### src/core/pbl_pkg.sv
// Purpose: Shared constants and state type of the self-test, loopback and status block
// Assumes: 16-bit management registers, 5-bit register address
// Notes: Offsets are register indices on the plain register port
`default_nettype none
package pbl_pkg;
  // ==========================================================
  // Register port
  localparam int ADDR_W = 5;
  localparam int DATA_W = 16;
  localparam logic [4:0] OFF_TALLY = 5'h15;
  localparam logic [4:0] OFF_CTRL = 5'h16;
  localparam logic [4:0] OFF_STAT = 5'h17;
  localparam logic [4:0] OFF_IRQ_STAT = 5'h1B;
  localparam logic [4:0] OFF_IRQ_MASK = 5'h1C;
  // ==========================================================
  // Reset values and masks
  localparam logic [15:0] TALLY_RESET = 16'h0000;
  localparam logic [15:0] TALLY_MAX = 16'hFFFF;
  localparam logic [15:0] TALLY_ONE = 16'h0001;
  localparam logic [15:0] CTRL_RESET = 16'h0000;
  localparam logic [15:0] CTRL_WR_MASK = 16'hF3FF;
  localparam logic [15:0] STAT_RESET = 16'h0040;
  localparam logic [15:0] ZERO16 = 16'h0000;
  // ==========================================================
  // Control fields
  localparam int GEN_LSB = 12;
  localparam int GEN_MSB = 15;
  localparam int RXF_BIT = 7;
  localparam int TXF_BIT = 6;
  localparam int SEL_LSB = 2;
  localparam int SEL_MSB = 5;
  localparam int PCS_LSB = 0;
  localparam int PCS_MSB = 1;
  localparam logic [3:0] GEN_OFF = 4'h0;
  localparam logic [3:0] GEN_CONT = 4'hF;
  localparam logic [3:0] LOOP_NONE = 4'h0;
  localparam logic [3:0] LOOP_DIG = 4'h1;
  localparam logic [3:0] LOOP_ANA = 4'h2;
  localparam logic [3:0] LOOP_EXT = 4'h4;
  localparam logic [3:0] LOOP_REV = 4'h8;
  localparam logic [1:0] PCS_OFF = 2'h0;
  localparam logic [1:0] PCS_PRE_SCR = 2'h1;
  localparam logic [1:0] PCS_POST_SCR = 2'h2;
  localparam logic [1:0] PCS_POST_MLT3 = 2'h3;
  // ==========================================================
  // Status fields
  localparam int ST_PD_FOUND = 15;
  localparam int ST_NO_SIG = 14;
  localparam int ST_WD = 13;
  localparam int ST_NON_PD = 12;
  localparam int ST_LOCK = 11;
  localparam int ST_SYNC_LOST = 10;
  localparam int ST_BUSY = 9;
  localparam int ST_MST = 8;
  localparam int ST_SLV = 7;
  localparam int ST_PWR = 6;
  // ==========================================================
  // Interrupt bits
  localparam int IRQ_W = 6;
  localparam int IRQ_RX_ERR = 0;
  localparam int IRQ_PD_FOUND = 1;
  localparam int IRQ_NO_SIG = 2;
  localparam int IRQ_WD = 3;
  localparam int IRQ_NON_PD = 4;
  localparam int IRQ_SYNC = 5;
  localparam logic [5:0] IRQ_RESET = 6'h00;

  typedef struct packed {
    logic [15:0] tally;
    logic [15:0] ctrl;
    logic [15:0] stat;
    logic [5:0] irq_stat;
    logic [5:0] irq_mask;
    logic [15:0] rdata;
  } pbl_state_t;
endpackage
`default_nettype wire

### src/core/pbl_top.sv
// Purpose: Self-test control, loopback point selection, receive error tally and status
// Assumes: All event and status inputs come from core logic on clk_sys_i
// Notes: Register reads answer one cycle later; clear-on-read acts at the read strobe
//
// Contract
// - 16-bit error tally, reset zero, write-one clears
// - Generator off at zero, continuous at Fh
// - Reverse loop: bit gates received packets to MAC
// - MII loop: bit gates looped data to line
// - Loop selector decode, only with PCS loop off
// - Gigabit: PCS low bit loops before DSP
// - Fast Ethernet: three PCS loop points
// - Powered device found flag, clear on read
// - No signal flag, clear on read
// - Detection watchdog flag, clear on read
// - Non powered device flag, clear on read
// - Live pattern checker lock bit
// - Sync loss latched high until read
// - Live packet generator busy bit
// - Master legacy coding read-only bit
// - Slave legacy coding read-only bit
// - Core power bit, resets to one
//
// Design decision made here: the plain strobed port.
`default_nettype none
module pbl_top (
  // Clock and reset
  input wire logic clk_sys_i,
  input wire logic sys_rst_i,
  // Register port
  input wire logic [4:0] reg_addr_i,
  input wire logic [15:0] reg_wdata_i,
  input wire logic reg_wr_i,
  input wire logic reg_rd_i,
  output logic [15:0] reg_rdata_o,
  // Events from the datapath
  input wire logic rx_error_event_i,
  input wire logic powered_device_found_i,
  input wire logic powered_device_no_signal_i,
  input wire logic powered_device_watchdog_expired_i,
  input wire logic non_powered_device_found_i,
  input wire logic pattern_checker_sync_lost_i,
  // Live status from the core
  input wire logic pattern_checker_locked_i,
  input wire logic packet_generator_running_i,
  input wire logic gig_master_legacy_coding_i,
  input wire logic gig_slave_legacy_coding_i,
  input wire logic core_power_normal_i,
  // Link speed
  input wire logic link_speed_1000_i,
  input wire logic link_speed_100_i,
  // Self-test and loopback controls
  output logic pattern_generator_run_o,
  output logic loop_digital_o,
  output logic loop_analog_o,
  output logic loop_external_o,
  output logic loop_reverse_o,
  output logic pcs_loop_gig_o,
  output logic pcs_loop_pre_scrambler_o,
  output logic pcs_loop_post_scrambler_o,
  output logic pcs_loop_post_mlt3_o,
  output logic rx_to_mac_en_o,
  output logic tx_to_mdi_en_o,
  // Interrupt
  output logic irq_o
);

  // ==========================================================
  // State
  pbl_pkg::pbl_state_t st_reg;
  pbl_pkg::pbl_state_t st_next;

  logic wr_tally;
  logic wr_ctrl;
  logic wr_irq_stat;
  logic wr_irq_mask;
  logic rd_stat;
  logic [3:0] gen_field;
  logic [3:0] sel_field;
  logic [1:0] pcs_field;
  logic pcs_off;
  logic [pbl_pkg::IRQ_W-1:0] irq_event;

  assign wr_tally = reg_wr_i && (reg_addr_i == pbl_pkg::OFF_TALLY);
  assign wr_ctrl = reg_wr_i && (reg_addr_i == pbl_pkg::OFF_CTRL);
  assign wr_irq_stat = reg_wr_i && (reg_addr_i == pbl_pkg::OFF_IRQ_STAT);
  assign wr_irq_mask = reg_wr_i && (reg_addr_i == pbl_pkg::OFF_IRQ_MASK);
  assign rd_stat = reg_rd_i && (reg_addr_i == pbl_pkg::OFF_STAT);

  assign gen_field = st_reg.ctrl[pbl_pkg::GEN_MSB:pbl_pkg::GEN_LSB];
  assign sel_field = st_reg.ctrl[pbl_pkg::SEL_MSB:pbl_pkg::SEL_LSB];
  assign pcs_field = st_reg.ctrl[pbl_pkg::PCS_MSB:pbl_pkg::PCS_LSB];
  assign pcs_off = (pcs_field == pbl_pkg::PCS_OFF);

  always_comb begin
    irq_event = pbl_pkg::IRQ_RESET;
    irq_event[pbl_pkg::IRQ_RX_ERR] = rx_error_event_i;
    irq_event[pbl_pkg::IRQ_PD_FOUND] = powered_device_found_i;
    irq_event[pbl_pkg::IRQ_NO_SIG] = powered_device_no_signal_i;
    irq_event[pbl_pkg::IRQ_WD] = powered_device_watchdog_expired_i;
    irq_event[pbl_pkg::IRQ_NON_PD] = non_powered_device_found_i;
    irq_event[pbl_pkg::IRQ_SYNC] = pattern_checker_sync_lost_i;
  end

  // ==========================================================
  // Next state
  always_comb begin
    logic [15:0] tally_kept;
    tally_kept = st_reg.tally;
    st_next = st_reg;

    if (wr_tally) begin
      tally_kept = st_reg.tally & ~reg_wdata_i;
    end
    if (rx_error_event_i && (tally_kept != pbl_pkg::TALLY_MAX)) begin
      st_next.tally = 16'(tally_kept + pbl_pkg::TALLY_ONE);
    end else begin
      st_next.tally = tally_kept;
    end

    // Reserved bits 11-10 stay zero; all other control bits are plain storage
    if (wr_ctrl) begin
      st_next.ctrl = reg_wdata_i & pbl_pkg::CTRL_WR_MASK;
    end

    // Clear on read, a same-cycle event keeps the flag
    if (rd_stat) begin
      st_next.stat[pbl_pkg::ST_PD_FOUND] = 1'b0;
      st_next.stat[pbl_pkg::ST_NO_SIG] = 1'b0;
      st_next.stat[pbl_pkg::ST_WD] = 1'b0;
      st_next.stat[pbl_pkg::ST_NON_PD] = 1'b0;
      st_next.stat[pbl_pkg::ST_SYNC_LOST] = 1'b0;
    end
    if (powered_device_found_i) begin
      st_next.stat[pbl_pkg::ST_PD_FOUND] = 1'b1;
    end
    if (powered_device_no_signal_i) begin
      st_next.stat[pbl_pkg::ST_NO_SIG] = 1'b1;
    end
    if (powered_device_watchdog_expired_i) begin
      st_next.stat[pbl_pkg::ST_WD] = 1'b1;
    end
    if (non_powered_device_found_i) begin
      st_next.stat[pbl_pkg::ST_NON_PD] = 1'b1;
    end
    if (pattern_checker_sync_lost_i) begin
      st_next.stat[pbl_pkg::ST_SYNC_LOST] = 1'b1;
    end

    st_next.stat[pbl_pkg::ST_LOCK] = pattern_checker_locked_i;
    st_next.stat[pbl_pkg::ST_BUSY] = packet_generator_running_i;
    st_next.stat[pbl_pkg::ST_MST] = gig_master_legacy_coding_i;
    st_next.stat[pbl_pkg::ST_SLV] = gig_slave_legacy_coding_i;
    st_next.stat[pbl_pkg::ST_PWR] = core_power_normal_i;

    // Interrupt status: write-one clear, set wins over clear
    for (int i = 0; i < pbl_pkg::IRQ_W; i++) begin
      if (irq_event[i]) begin
        st_next.irq_stat[i] = 1'b1;
      end else if (wr_irq_stat && reg_wdata_i[i]) begin
        st_next.irq_stat[i] = 1'b0;
      end
    end
    if (wr_irq_mask) begin
      st_next.irq_mask = reg_wdata_i[pbl_pkg::IRQ_W-1:0];
    end

    // Read data stands only in the cycle after the strobe; unmapped reads give zero
    st_next.rdata = pbl_pkg::ZERO16;
    if (reg_rd_i) begin
      if (reg_addr_i == pbl_pkg::OFF_TALLY) begin
        st_next.rdata = st_reg.tally;
      end else if (reg_addr_i == pbl_pkg::OFF_CTRL) begin
        st_next.rdata = st_reg.ctrl;
      end else if (reg_addr_i == pbl_pkg::OFF_STAT) begin
        st_next.rdata = st_reg.stat;
      end else if (reg_addr_i == pbl_pkg::OFF_IRQ_STAT) begin
        st_next.rdata = {{(pbl_pkg::DATA_W-pbl_pkg::IRQ_W){1'b0}}, st_reg.irq_stat};
      end else if (reg_addr_i == pbl_pkg::OFF_IRQ_MASK) begin
        st_next.rdata = {{(pbl_pkg::DATA_W-pbl_pkg::IRQ_W){1'b0}}, st_reg.irq_mask};
      end else begin
        st_next.rdata = pbl_pkg::ZERO16;
      end
    end
  end

  // ==========================================================
  // Registers
  always_ff @(posedge clk_sys_i) begin
    if (sys_rst_i) begin
      st_reg.tally <= pbl_pkg::TALLY_RESET;
      st_reg.ctrl <= pbl_pkg::CTRL_RESET;
      // Power bit reads one out of reset
      st_reg.stat <= pbl_pkg::STAT_RESET;
      st_reg.irq_stat <= pbl_pkg::IRQ_RESET;
      st_reg.irq_mask <= pbl_pkg::IRQ_RESET;
      st_reg.rdata <= pbl_pkg::ZERO16;
    end else begin
      st_reg <= st_next;
    end
  end

  // ==========================================================
  // Outputs
  assign reg_rdata_o = st_reg.rdata;
  assign irq_o = |(st_reg.irq_stat & st_reg.irq_mask);

  // Only the all-ones code runs the generator
  assign pattern_generator_run_o = (gen_field == pbl_pkg::GEN_CONT);

  // Selector ignored unless PCS loop is off; undefined codes mean no loop
  assign loop_digital_o = pcs_off && (sel_field == pbl_pkg::LOOP_DIG);
  assign loop_analog_o = pcs_off && (sel_field == pbl_pkg::LOOP_ANA);
  assign loop_external_o = pcs_off && (sel_field == pbl_pkg::LOOP_EXT);
  assign loop_reverse_o = pcs_off && (sel_field == pbl_pkg::LOOP_REV);

  // Gigabit PCS loop on low bit
  assign pcs_loop_gig_o = link_speed_1000_i && pcs_field[pbl_pkg::PCS_LSB];
  assign pcs_loop_pre_scrambler_o = link_speed_100_i && (pcs_field == pbl_pkg::PCS_PRE_SCR);
  assign pcs_loop_post_scrambler_o = link_speed_100_i && (pcs_field == pbl_pkg::PCS_POST_SCR);
  assign pcs_loop_post_mlt3_o = link_speed_100_i && (pcs_field == pbl_pkg::PCS_POST_MLT3);

  // Forwarding bit only matters in reverse loop, so a stray set bit is harmless
  assign rx_to_mac_en_o = !loop_reverse_o || st_reg.ctrl[pbl_pkg::RXF_BIT];
  // MII loop is the digital loop here
  assign tx_to_mdi_en_o = !loop_digital_o || st_reg.ctrl[pbl_pkg::TXF_BIT];
endmodule
`default_nettype wire

### config.mk
export PLATFORM = sky130hd
export DESIGN_NAME = pbl_top
export DESIGN_NICKNAME = d
export VERILOG_FILES = /design/src/core/pbl_pkg.sv /design/src/core/pbl_top.sv
export SDC_FILE = /design/constraint.sdc
export NUM_CORES = 1
export LEC_CHECK = 0
export BUFFER_PORTS_ARGS = -buffer_cell sky130_fd_sc_hd__buf_2
export CORE_AREA = 2 2 64 96
export CTS_BUF_LIST = sky130_fd_sc_hd__clkbuf_4
export CTS_CLUSTER_DIAMETER = 120
export CTS_CLUSTER_SIZE = 20
export DETAILED_ROUTE_END_ITERATION = 7
export DIE_AREA = 0 0 66 98
export GPL_ROUTABILITY_DRIVEN = 0
export PLACE_DENSITY = 0.84
export REMOVE_ABC_BUFFERS = 1
export SLEW_MARGIN = 10
export SYNTH_ARGS = -nofsm -noshare
export SYNTH_HDL_FRONTEND = slang
export SYNTH_SLANG_ARGS = --single-unit
### constraint.sdc
create_clock -name clk_sys_i -period 3.95 [get_ports clk_sys_i]
set_clock_uncertainty 0.2 [all_clocks]
set_input_delay 0.79 -clock clk_sys_i [delete_from_list [all_inputs] [get_ports clk_sys_i]]
set_output_delay 0.79 -clock clk_sys_i [all_outputs]
set_load 0.02 [all_outputs]
# Word level (Yosys, flattened, before mapping)
# Index checks and enable logic that the tools add are counted.
totals:
  elab_cells: 99
  reg_bits: 68
op_classes:
  bitwise_logic: 4
  n_reduce_logical: 38
  addsub: 1
  n_mux: 26
  eq_ne: 14
op_table:
  columns: ["operator", "count"]
  rows:
  - ["16-bit two-way mux", 5]
  - ["5-bit == test (second input constant)", 5]
  - ["2-bit nonzero test", 11]
  - ["1-bit logical AND", 20]
  - ["1-bit two-way mux", 18]
  - ["16-bit by 1-bit adder with 16-bit output (second input constant)", 1]
  - ["16-bit bitwise AND", 1]
  - ["16-bit inequality test (second input constant)", 1]
  - ["16-bit inverter", 1]
  - ["6-bit two-way mux", 2]
  - ["4-bit == test (second input constant)", 2]
  - ["6-bit bitwise AND", 1]
  - ["6-bit OR reduction", 1]
  - ["2-bit == test (second input constant)", 2]
  - ["4-bit by 1-bit == test with 1-bit output (second input constant)", 1]
  - ["4-bit by 2-bit == test with 1-bit output (second input constant)", 1]
  - ["4-bit by 3-bit == test with 1-bit output (second input constant)", 1]
  - ["4-bit two-way mux", 1]
  - ["2-bit by 1-bit == test with 1-bit output (second input constant)", 1]
  - ["1-bit logical NOT", 2]
  - ["2-bit logical NOT", 1]
  - ["1-bit logical OR", 2]
  - ["2-bit OR reduction", 1]
  - ["1-bit inverter", 1]

# Longest topological paths before layout
logic_depth:
  depth_word: 6
  ltp_mapped: 8
  ltp_nobuf: 6

# Least setup slack after synthesis
# Ideal clock, no wire load.
synth_timing:
  path_type: "register -> output"
  start: "reg st_reg, in the netlist pcs_field[0]"
  end: "out rx_to_mac_en_o"
  slack_ps: 1080
  arrival_time_ps: 1880
  stages_incl_launch_ff: 5
  path_cell_list: "dfxtp_1 clkbuf_1 or4_1 nor3b_1 nand2b_1"
synth_via:
  elab_chain_len: 4
synth_lines:
  columns: ["element", "line", "source"]
  rows:
  - ["from (decl)", "pbl_top.sv:70", "pbl_pkg::pbl_state_t st_reg;"]
  - ["from (signal assigned)", "pbl_top.sv:199", "st_reg <= st_next;"]
  - ["2-bit logical NOT", "pbl_top.sv:93", "assign pcs_off = (pcs_field == pbl_pkg::PCS_OFF);"]
  - ["1-bit logical AND", "pbl_top.sv:215", "assign loop_reverse_o = pcs_off && (sel_field == pbl_pkg::LOOP_REV);"]
  - ["net loop_reverse_o", "pbl_top.sv:57", "output logic loop_reverse_o,"]
  - ["1-bit logical NOT", "pbl_top.sv:224", "assign rx_to_mac_en_o = !loop_reverse_o || st_reg.ctrl[pbl_pkg::RXF_BIT];"]
  - ["1-bit logical OR", "pbl_top.sv:224", null]
  - ["to (decl)", "pbl_top.sv:62", "output logic rx_to_mac_en_o,"]
# The timed path passes the listed nets, and every way through them passes these cells.

# Final worst setup path
layout_timing:
  start: "reg st_reg, in the netlist pcs_field[0]"
  end: "out rx_to_mac_en_o"
layout_via:
  elab_chain_len: 4
layout_lines:
  columns: ["element", "line"]
  rows:
  - ["2-bit logical NOT", "pbl_top.sv:93"]
  - ["1-bit logical AND", "pbl_top.sv:215"]
  - ["1-bit logical NOT", "pbl_top.sv:224"]
  - ["1-bit logical OR", "pbl_top.sv:224"]
# Every way passes these cells.

==> metrics.md <==
| Metric | Value |
|---|---|
| Worst Setup Start Kind | `flip-flop` |
| Synthesized cell area | `between 3000 and 4000 µm²` |
| # IOs | `66` |
| Count leader, synth | `dfxtp_1` |
| Drt wl/cell | `17.20 µm` |
| Final Cycle Share | `~74%` |
| Max Transition Viols Final | `0` |
| Status | `finished clean` |
| Post-synth top cells | `dfxtp_1 (68), nand2_1 (55), nor2_1 (49)` |
| Area fraction of the dominant cell type after synthesis | `41.40%` |
| Gr ovfl total | `0` |
| Dpl hpwl | `around 6500 µm` |
| Fin Hold WS | `roughly 0.26 ns` |
| Class of the worst hold path | `reg -> reg` |
| Largest net degree at the start of global routing | `54` |
| DRC violations left | `0` |
| Yosys top cell by area | `dfxtp_1` |
| Clock sinks | `68` |
| Relative slew slack | `between 40% and 50%` |
| First-iteration detailed-routing DRC count | `between 300 and 400` |
| Cts hold-fix bufs | `0` |
| Period minus WS final | `2.929 ns` |
| Initial antenna violation count | `0` |
| First-pass GRT wire length | `~14000 µm` |
| Met2 WL | `4575 µm` |
| Met3 routed WL | `668 µm` |
| TNS Setup | `0 ns` |
| Ys async rst share | `0%` |
| Max Used Layer | `met4` |
| FF-to-FF Start | `st_reg[64]` |
| Root Driver | `clkbuf_4` |
| Final setup viols | `0` |
| Quantity of gates resized following cts | `0` |
| Layout cells sized above 1 | `between 20% and 30%` |
| CP Class | `reg -> out` |
| Setup WS pre-CTS | `0.8996 ns` |
| Wl on met1 | `3360 µm` |
| Vias in the first global route | `approximately 3000` |
| Die span in y | `~98 µm` |
| Total power per unit cell area | `between 300 and 400 nW/µm²` |
| Hold Vio Cnt, Final | `0` |
| DIE WIDTH | `66 µm` |
| Cts bufs inserted | `9` |
| GRT Total Usage | `between 20% and 30%` |
| Initial Utilization | `between 50 and 60%` |
| Core Area | `5700 µm²` |
| Hold_sp | `st_reg[52]` |
| Library cells used by synthesis | `50` |
| Post-route ant nets | `0` |
| Clock Tree Buf Depth | `2` |
| Max-cap violation count | `0` |
| Routed vias | `3197` |
| EDFF count, synth | `0` |
| Sequential area share after synthesis | `between 40% and 50%` |
| Peak supply drop | `0.2572 mV` |
| Mean Syn Cell Area | `between 8 and 9 µm²` |
| P_leak | `1.408 nW` |
| Critical path arrival | `1.94 ns` |
| Post-CTS setup buffers | `0` |
| Row Count | `34` |
| Vias per cell | `between 6 and 7` |
| Area growth syn-to-layout | `11.87%` |
| RSZ-0062 raised after global routing | `false` |
| Nets@finish | `~480` |
| CTS tree | `yes` |
| Die area | `~6500 µm²` |
| DRT Pass-1 Iters | `5` |
| Worst Path Max Fanout | `9` |
| Register bit total from synthesis | `a little under 70` |
| Clk pin slew, worst setup/hold paths | `0.12 ns` |
| Data required, critical path | `between 2 and 3 ns` |
| Clock latency on the worst-skew pair | `0.42 ns` |
| Setup ws final | `approximately 1.0 ns` |
| Final WL | `8962 µm` |
| # diodes | `0` |
| Measured slew at the worst slew-check pin | `between 0.7 and 0.8 ns` |
| Syn Inst Count | `400` |
| Top post-synthesis cells by area | `dfxtp_1 (41%), nand2_1 (6.3%), a21oi_1 (6.1%)` |
| Worst Setup End Kind | `output port` |
| Number of flip-flops under the largest register name | `42` |
| H-tree levels | `3` |
| CP Launch Point | `pcs_field[0]` |
| I/O Buffers | `65` |
| Syn. warnings | `0` |
| FMAX | `~340 MHz` |
| Top FF cell, synth | `dfxtp_1` |
## final timing paths
path / end / slack [ns] / depth (start not counted)
max reg2reg: st_reg[70] / 1.66 / 6
max: rx_to_mac_en_o / 1.02 / 4
min: st_reg[52] / 0.26 / 2
min reg2reg: st_reg[52] / 0.26 / 2
## power by group
part	total (W)	switching [W]	internal, W
sequential	0.000712	0.0000124	0.000700
clock	0.000461	0.000261	0.000200
combinational	0.000109	0.0000686	0.0000401
## placed cells by master, fill, tap and decap left out, types with 2 or more instances in the layout
| master | count |
|---|---|
| mux2i_1 | 8 |
| nand4b_1 | 2 |
| nor4b_2 | 2 |
| clkbuf_4 | 10 |
| dfxtp_1 | 68 |
| and3_1 | 3 |
| mux2_2 | 8 |
| xor2_1 | 4 |
| nand4_1 | 3 |
| nand3_1 | 22 |
| or3_1 | 2 |
| or4_1 | 2 |
| buf_2 | 65 |
| a211oi_1 | 5 |
| nor2b_1 | 6 |
| o21ai_0 | 3 |
| a21oi_1 | 40 |
| nor2_1 | 49 |
| and4_1 | 3 |
| nand2b_1 | 6 |
| clkinv_2 | 2 |
| nor3_1 | 11 |
| inv_1 | 2 |
| nor3b_1 | 2 |
| xnor2_1 | 5 |
| nor4_1 | 3 |
| clkinvlp_4 | 2 |
| a22oi_1 | 24 |
| nand2_1 | 55 |
| buf_4 | 3 |
| a21boi_0 | 4 |
| a21o_1 | 2 |
| a31oi_1 | 3 |
## layout make-up
type / count / area, µm²
tap: 72 / 90.09
fill: 500 / 2022
inverter: 2 / 7.507
multi-input combinational: 295 / 1733
sequential: 68 / 1361
timing repair buffer: 68 / 347.8
clock inverter: 6 / 63.81
clock buffer: 10 / 75.07
## logic make-up (layout without fill, tap and decap cells)
family,Yosys count,after routing,synth area share (%)
xor gates and xnor gates,9,9,2.397
muxes,16,16,5.175
buffers and inverters,37,86,6.088
AOI/OAI and AO/OA,91,91,18.38
and+or+nand+nor,179,179,26.56
DFF,68,68,41.40
## through the flow
step | cell area (µm²) | utilization [%] | cells | power, W
floorplan | 3095 | - | 365 | 0.0007675
global placement | 3540 | 62.09 | 505 | 0.0008307
detailed placement | 3540 | 62.09 | 505 | 0.0008334
CTS | 3679 | 64.53 | 521 | 0.001278
global route | 3679 | 64.53 | 521 | 0.001322
finish | 3679 | 64.53 | 521 | 0.001282
## critical path, stage by stage (launching register included)
cell and delay, ns:
dfxtp_1 0.41, or4_1 0.59, nor3b_1 0.28, nand2b_1 0.09
buf_2 0.16
## routing by layer
layer	track usage, %	up-vias
li1	-	1500
met1	32.06	1474
met2	49.26	190
met3	5.991	33
met4	15.70	0
met5	0	-
Note: power is estimated with default switching activity, not from simulation.
